==> src/pkg/sslc_pkg.sv <==
// Shared constants of the serial switch-configuration link.
// Assumes a 250 MHz system clock on the controller end and a 16-switch device stage.
package sslc_pkg;

  localparam int SSLC_NUM_SW       = 16;
  localparam int SSLC_CHAIN_LEN    = 1;

  localparam int SSLC_CLK_SYS_KHZ  = 250000;
  localparam int SSLC_SCLK_MAX_KHZ = 66000;
  localparam int SSLC_LOAD_LOW_NS  = 16;
  localparam int SSLC_CLK_SYS_PS   = 4000;

  // Least half period of the serial clock, rounded up so the clock never exceeds its ceiling.
  localparam int SSLC_SCLK_HALF_CYC =
    (SSLC_CLK_SYS_KHZ + 2 * SSLC_SCLK_MAX_KHZ - 1) / (2 * SSLC_SCLK_MAX_KHZ);
  localparam int SSLC_LOAD_LOW_CYC =
    (SSLC_LOAD_LOW_NS * 1000 + SSLC_CLK_SYS_PS - 1) / SSLC_CLK_SYS_PS;

  localparam int SSLC_CNT_W = 8;

  localparam logic       SSLC_LOAD_N_IDLE = 1'h1;
  localparam logic       SSLC_SCLK_IDLE   = 1'h0;
  localparam logic       SSLC_CLEAR_RST   = 1'h0;
  localparam logic       SSLC_SHIFT_RST   = 1'h0;

  typedef enum {
    SSLC_IDLE,
    SSLC_SHIFT_LO,
    SSLC_SHIFT_HI,
    SSLC_STROBE
  } sslc_state_t;

endpackage

==> src/pkg/sslc_if.sv <==
// Serial configuration link between a controller and a chain of switch devices.
// Assumes the bench or a wrapper joins the controller end and the device end through it.
`timescale 1ns/1ps
interface sslc_if;

  logic sclk;
  logic sdata;
  logic latch_load_n;
  logic latch_clear;
  logic sdout;

  modport ctrl (
    output sclk,
    output sdata,
    output latch_load_n,
    output latch_clear,
    input  sdout
  );

  modport dev (
    input  sclk,
    input  sdata,
    input  latch_load_n,
    input  latch_clear,
    output sdout
  );

endinterface

==> src/rtl/sslc_ctrl.sv <==
// Controller end: serialises a chain word, strobes the latches and reads back the old chain.
// Assumes a 250 MHz system clock; the serial clock is derived here and driven out.
`timescale 1ns/1ps
module sslc_ctrl
  import sslc_pkg::*;
#(
  parameter int CHAIN_LEN = SSLC_CHAIN_LEN,
  parameter int TOTAL     = CHAIN_LEN * SSLC_NUM_SW
) (
  input  wire logic             clk_sys_in,
  input  wire logic             rst_in,
  input  wire logic             cmd_valid_in,
  input  wire logic [TOTAL-1:0] cmd_data_in,
  input  wire logic             clear_req_in,
  output logic                  cmd_ready_out,
  output logic                  done_out,
  output logic [TOTAL-1:0]      readback_out,
  sslc_if.ctrl                  link
);

  localparam logic [SSLC_CNT_W-1:0] HALF_LAST = SSLC_CNT_W'(SSLC_SCLK_HALF_CYC - 1);
  localparam logic [SSLC_CNT_W-1:0] LOAD_LAST = SSLC_CNT_W'(SSLC_LOAD_LOW_CYC - 1);
  localparam int                    BIT_W     = $clog2(TOTAL + 1);
  localparam logic [BIT_W-1:0]      BIT_LAST  = BIT_W'(TOTAL - 1);

  sslc_state_t             state_r,  state_nxt;
  logic [SSLC_CNT_W-1:0]   cnt_r,    cnt_nxt;
  logic [BIT_W-1:0]        bit_r,    bit_nxt;
  logic [TOTAL-1:0]        buf_r,    buf_nxt;
  logic [TOTAL-1:0]        rb_r,     rb_nxt;
  logic [TOTAL-1:0]        rbo_r,    rbo_nxt;
  logic                    sclk_r,   sclk_nxt;
  logic                    sdata_r,  sdata_nxt;
  logic                    load_n_r, load_n_nxt;
  logic                    clear_r,  clear_nxt;
  logic                    ready_r,  ready_nxt;
  logic                    done_r,   done_nxt;
  logic                    sdout_meta_r;
  logic                    sdout_sync_r;

  always_comb begin
    state_nxt  = state_r;
    cnt_nxt    = cnt_r;
    bit_nxt    = bit_r;
    buf_nxt    = buf_r;
    rb_nxt     = rb_r;
    rbo_nxt    = rbo_r;
    sclk_nxt   = sclk_r;
    sdata_nxt  = sdata_r;
    load_n_nxt = load_n_r;
    ready_nxt  = ready_r;
    done_nxt   = 1'h0;
    clear_nxt  = clear_req_in;
    case (state_r)
      SSLC_IDLE: begin
        // A clear request blocks new frames from starting; a clear raised mid-frame still overlaps shifting.
        ready_nxt = !clear_req_in && !clear_r;
        if (cmd_valid_in && ready_r && !clear_req_in) begin
          buf_nxt   = cmd_data_in;
          sdata_nxt = cmd_data_in[TOTAL-1];
          bit_nxt   = BIT_LAST;
          cnt_nxt   = '0;
          ready_nxt = 1'h0;
          state_nxt = SSLC_SHIFT_LO;
        end
      end
      SSLC_SHIFT_LO: begin
        if (cnt_r == HALF_LAST) begin
          cnt_nxt   = '0;
          sclk_nxt  = 1'h1;
          rb_nxt    = {rb_r[TOTAL-2:0], sdout_sync_r};
          state_nxt = SSLC_SHIFT_HI;
        end else begin
          cnt_nxt = cnt_r + 1'h1;
        end
      end
      SSLC_SHIFT_HI: begin
        if (cnt_r == HALF_LAST) begin
          cnt_nxt  = '0;
          sclk_nxt = 1'h0;
          if (bit_r == '0) begin
            load_n_nxt = 1'h0;
            state_nxt  = SSLC_STROBE;
          end else begin
            bit_nxt   = bit_r - 1'h1;
            buf_nxt   = {buf_r[TOTAL-2:0], 1'h0};
            sdata_nxt = buf_r[TOTAL-2];
            state_nxt = SSLC_SHIFT_LO;
          end
        end else begin
          cnt_nxt = cnt_r + 1'h1;
        end
      end
      SSLC_STROBE: begin
        if (cnt_r == LOAD_LAST) begin
          cnt_nxt    = '0;
          load_n_nxt = 1'h1;
          rbo_nxt    = rb_r;
          done_nxt   = 1'h1;
          state_nxt  = SSLC_IDLE;
        end else begin
          cnt_nxt = cnt_r + 1'h1;
        end
      end
      default: begin
        state_nxt  = SSLC_IDLE;
        load_n_nxt = SSLC_LOAD_N_IDLE;
        sclk_nxt   = SSLC_SCLK_IDLE;
      end
    endcase
  end

  always_ff @(posedge clk_sys_in) begin
    if (rst_in) begin
      state_r      <= SSLC_IDLE;
      cnt_r        <= '0;
      bit_r        <= '0;
      buf_r        <= '0;
      rb_r         <= '0;
      rbo_r        <= '0;
      sclk_r       <= SSLC_SCLK_IDLE;
      sdata_r      <= 1'h0;
      load_n_r     <= SSLC_LOAD_N_IDLE;
      clear_r      <= 1'h0;
      ready_r      <= 1'h0;
      done_r       <= 1'h0;
      sdout_meta_r <= 1'h0;
      sdout_sync_r <= 1'h0;
    end else begin
      state_r      <= state_nxt;
      cnt_r        <= cnt_nxt;
      bit_r        <= bit_nxt;
      buf_r        <= buf_nxt;
      rb_r         <= rb_nxt;
      rbo_r        <= rbo_nxt;
      sclk_r       <= sclk_nxt;
      sdata_r      <= sdata_nxt;
      load_n_r     <= load_n_nxt;
      clear_r      <= clear_nxt;
      ready_r      <= ready_nxt;
      done_r       <= done_nxt;
      sdout_meta_r <= link.sdout;
      sdout_sync_r <= sdout_meta_r;
    end
  end

  assign link.sclk         = sclk_r;
  assign link.sdata        = sdata_r;
  assign link.latch_load_n = load_n_r;
  assign link.latch_clear  = clear_r;
  assign cmd_ready_out     = ready_r;
  assign done_out          = done_r;
  assign readback_out      = rbo_r;

endmodule // sslc_ctrl

==> src/flat_wrapper.sv <==
// flat-port wrapper written by rule: the top's interface ports become plain ports
module sslc_ctrl_flat import sslc_pkg::*;
#(
  parameter int CHAIN_LEN = SSLC_CHAIN_LEN,
  parameter int TOTAL     = CHAIN_LEN * SSLC_NUM_SW
)
  (clk_sys_in, rst_in, cmd_valid_in, cmd_data_in, clear_req_in, cmd_ready_out, done_out, readback_out, link_sclk, link_sdata, link_latch_load_n, link_latch_clear, link_sdout);
  sslc_if link_i ();
  input  wire logic clk_sys_in;
  input  wire logic rst_in;
  input  wire logic cmd_valid_in;
  input  wire logic [TOTAL-1:0] cmd_data_in;
  input  wire logic clear_req_in;
  output logic cmd_ready_out;
  output logic done_out;
  output logic [TOTAL-1:0] readback_out;
  output wire logic [$bits(link_i.sclk)-1:0] link_sclk;
  output wire logic [$bits(link_i.sdata)-1:0] link_sdata;
  output wire logic [$bits(link_i.latch_load_n)-1:0] link_latch_load_n;
  output wire logic [$bits(link_i.latch_clear)-1:0] link_latch_clear;
  input wire logic [$bits(link_i.sdout)-1:0] link_sdout;
  assign link_sclk = link_i.sclk;
  assign link_sdata = link_i.sdata;
  assign link_latch_load_n = link_i.latch_load_n;
  assign link_latch_clear = link_i.latch_clear;
  assign link_i.sdout = link_sdout;
  sslc_ctrl #(.CHAIN_LEN(CHAIN_LEN), .TOTAL(TOTAL)) u_core (.clk_sys_in(clk_sys_in), .rst_in(rst_in), .cmd_valid_in(cmd_valid_in), .cmd_data_in(cmd_data_in), .clear_req_in(clear_req_in), .cmd_ready_out(cmd_ready_out), .done_out(done_out), .readback_out(readback_out), .link(link_i));
endmodule
==> config.mk <==
export PLATFORM = sky130hd
export DESIGN_NAME = sslc_ctrl_flat
export DESIGN_NICKNAME = d
export VERILOG_FILES = /design/src/pkg/sslc_pkg.sv /design/src/pkg/sslc_if.sv /design/src/rtl/sslc_ctrl.sv /design/src/flat_wrapper.sv
export SDC_FILE = /design/constraint.sdc
export NUM_CORES = 1
export LEC_CHECK = 0
export BUFFER_PORTS_ARGS = -buffer_cell sky130_fd_sc_hd__buf_4
export CELL_PAD_IN_SITES_DETAIL_PLACEMENT = 1
export CELL_PAD_IN_SITES_GLOBAL_PLACEMENT = 2
export CORE_UTILIZATION = 37
export DETAILED_ROUTE_END_ITERATION = 6
export PLACE_DENSITY = 0.93
export SYNTH_ARGS = -nofsm -noshare
export SYNTH_HDL_FRONTEND = slang
export SYNTH_SLANG_ARGS = --single-unit
==> constraint.sdc <==
create_clock -name clk_sys_in -period 3 [get_ports clk_sys_in]
set_input_delay 0.15 -clock clk_sys_in [delete_from_list [all_inputs] [get_ports clk_sys_in]]
set_output_delay 0.15 -clock clk_sys_in [all_outputs]
set_load 0.02 [all_outputs]
==> flow_metrics.tcl <==
set metrics [dict create \
    cts_buffers 9 \
    clock_skew_ns 0.0115 \
    cp-end-kind "flop" \
    ys.flop_type "dfxtp_1" \
    rsz0062_at_grt "no" \
    slew_headroom_pct 53.1 \
    dp_hpwl_um 4620 \
    clkSinkCount 70 \
    status "complete, no violations" \
    ys_warn_count 0 \
    path_clk_slew_ns 0.09 \
    ir_worst_vdd_mv 0.386 \
    syn_area_per_cell_um2 8.90 \
    min_from "clear_req_in" \
    drt-vias-per-instance 5.22 \
    worstPathCellList "inv_1 > ha_1 > nor2_1 > o2111ai_1 > nand3_1 > or3_1 > a21oi_1" \
    overflow 0 \
    setup_tns_ns 0 \
    critical_path.max_fanout 10 \
    grt_use_total_pct 17.3 \
    rows 32 \
    p_comb_share_pct 21.7 \
    syn-num-nets 371 \
    dr.pass1.iters 4 \
    htreeDepth 3 \
    r2r-start "u_core.state_r[0]$_SDFFE_PP0P_" \
    cp.arrival_ns 2.62 \
    postCtsResizedCells 0 \
    die_h_um 92.6 \
    netSwitchingFraction_pct 33.4 \
    cp_slowest_cell "or3_1" \
    net-switching-power_mw 0.783 \
    insertion_delay_ns 0.35 \
    finalHoldViolCount 0 \
    setup_violations 0 \
    synth_cell_type_count 47 \
    drive_gt1_share_pct 18.5 \
    finalCritPeriodShare_pct 78.1 \
    final_cell_mix "dfxtp_1 (70), nor2_1 (48), buf_4 (47)" \
    post_drt_wl_per_cell_um 14.1 \
    cellLeakagePower_nw 1.47 \
    antenna_found_initial 0 \
    cts_setup_buffers 0 \
    totalWireLength_um 6850 \
    place.port_buffers 42 \
    worstMarginPinSlew_ns 0.703 \
    finalWorstSetupSlack_ns 0.658 \
    boundaryPins 43 \
    crit_required_ns 3.28 \
    async_flop_share_pct 0 \
    die_w_um 92.6 \
    grt_max_degree 71 \
    diodes 0 \
    power.density_mw_per_mm2 647 \
    synth_edf_count 0 \
    antenna_left 0 \
    core_mm2 0.00785 \
    grt_pass1_vias 2521 \
    initial_utilization_pct 38.7 \
    syn_to_final_growth_pct 19.3 \
    min_path_type "in -> reg" \
    tritoncts "built" \
    ys_ff_latch 70 \
    final_nets 409 \
    clockRootBuffer "clkbuf_8" \
    gp_congestion 0.745 \
    p_seq_share_pct 46.6 \
    dp_slack_ns 0.707 \
    ys_seq_area_share_pct 46.2 \
    max_freq_ghz 0.427 \
    grt_pass1_wl_um 11700 \
    maxSlewViolCount 0 \
    num_vias 2539 \
    cts_hold_buf 0 \
    synthCells 341 \
    maxCapViolCount 0 \
    max_stage_delay_ns 0.44 \
    crit_start "u_core.state_r[0]$_SDFFE_PP0P_" \
    drcViolationCount 0 \
    startpoint_type "flop" \
    synthesis.area_mm2 0.00304 \
    period_needed_ns 2.34 \
    clockPowerShare_pct 31.7 \
    critical_path_class "reg -> reg" \
    internal_power_mw 1.56 \
    clk_path_buf_depth 2 \
    dieArea_mm2 0.00857 \
    final_common_cell "dfxtp_1" \
    drt_iter0_markers 82 \
]
-- final timing paths --
kind / to / slack [ns] / depth (start not counted)
setup / recovery: u_core.cnt_r[5]$_SDFFE_PP0P_ / 0.66 / 7
hold / removal: u_core.link.latch_clear$_SDFF_PP0_ / 0.04 / 2
setup reg to reg: u_core.cnt_r[5]$_SDFFE_PP0P_ / 0.66 / 7
hold reg to reg: u_core.sdout_sync_r$_SDFF_PP0_ / 0.44 / 1
-- cells by family (layout without fill, tap and decap cells) --
group                    Yosys count  after routing  synth area share [%]
AND/OR/NAND/NOR                  133            133                  20.4
multiplexers                      32             32                  10.6
buffers and inverters             29             72                  3.83
XOR/XNOR                           2              2                 0.577
adder cells (fa/ha/maj)            9              9                  3.71
flip-flops                        70             70                  46.2
AO/OA/AOI/OAI                     66             66                  14.7
-- flip-flops by register name, summed over array words and instances (netlist names) --
name / flops
u_core.buf_r: 15
u_core.link.sclk: 1
u_core.readback_out: 16
u_core.cmd_ready_out: 1
u_core.rb_r: 16
u_core.sdout_sync_r: 1
u_core.bit_r: 5
u_core.link.sdata: 1
u_core.state_r: 2
u_core.link.latch_clear: 1
u_core.link.latch_load_n: 1
u_core.sdout_meta_r: 1
u_core.done_out: 1
u_core.cnt_r: 8
-- metrics by stage --
step	std cells	area [um^2]	hold WS, ns	util [%]	power [mW]
CTS	486	3620	0.0256	46.1	2.38
finish	486	3620	0.0395	46.1	2.34
detailed placement	470	3430	0.393	43.8	1.63
global route	486	3620	0.0434	46.1	2.49
global placement	470	3430	0.371	43.8	1.60
floorplan	341	3040	0.278	-	1.49
-- area by class of cell --
type	instances	area [um^2]
flip-flops and latches	70	1400
fillers	958	4230
multi-input cells	242	1520
clock buffers	9	124
repair buffers	47	353
clock inverters	7	63.8
well taps	102	128
inverters	9	33.8
-- critical path, delay by kind of cell (launching register included) --
family / cells / cell delay (ns)
compound gates: 2 / 0.46
fa+ha+maj: 1 / 0.39
buf+inv: 1 / 0.12
flops: 1 / 0.43
simple gates: 3 / 0.86
-- cells in the mapped netlist (all sizes together) (5+ instances only) --
cell type,number,area (um^2)
o21ai,7,38.8
clkbuf,14,53.8
a211oi,15,113
and3,5,31.3
ha,9,113
nor2,48,180
dfxtp,70,1400
nand2,43,161
inv,9,33.8
a21oi,26,134
nand3,8,40.0
buf,6,28.8
mux2i,31,310
-- power groups by stage --
stage                     Clock [mW]  Sequential [mW]  Combinational, mW
after floorplan                    0             1.11              0.385
after global placement             0             1.11              0.494
after detailed placement           0             1.11              0.517
after CTS                      0.768             1.09              0.521
after global routing           0.804             1.11              0.579
final                          0.742             1.09              0.509
-- metal layers --
layer  vias up  global-route usage, %  wire (um)
met5         -                      0          0
met3        11                   4.76        293
li1       1260                      -          -
met4         0                   7.55        120
met2        46                   28.9       3200
met1      1222                   20.6       3240
No activity file was read; power rests on OpenSTA's default activity.
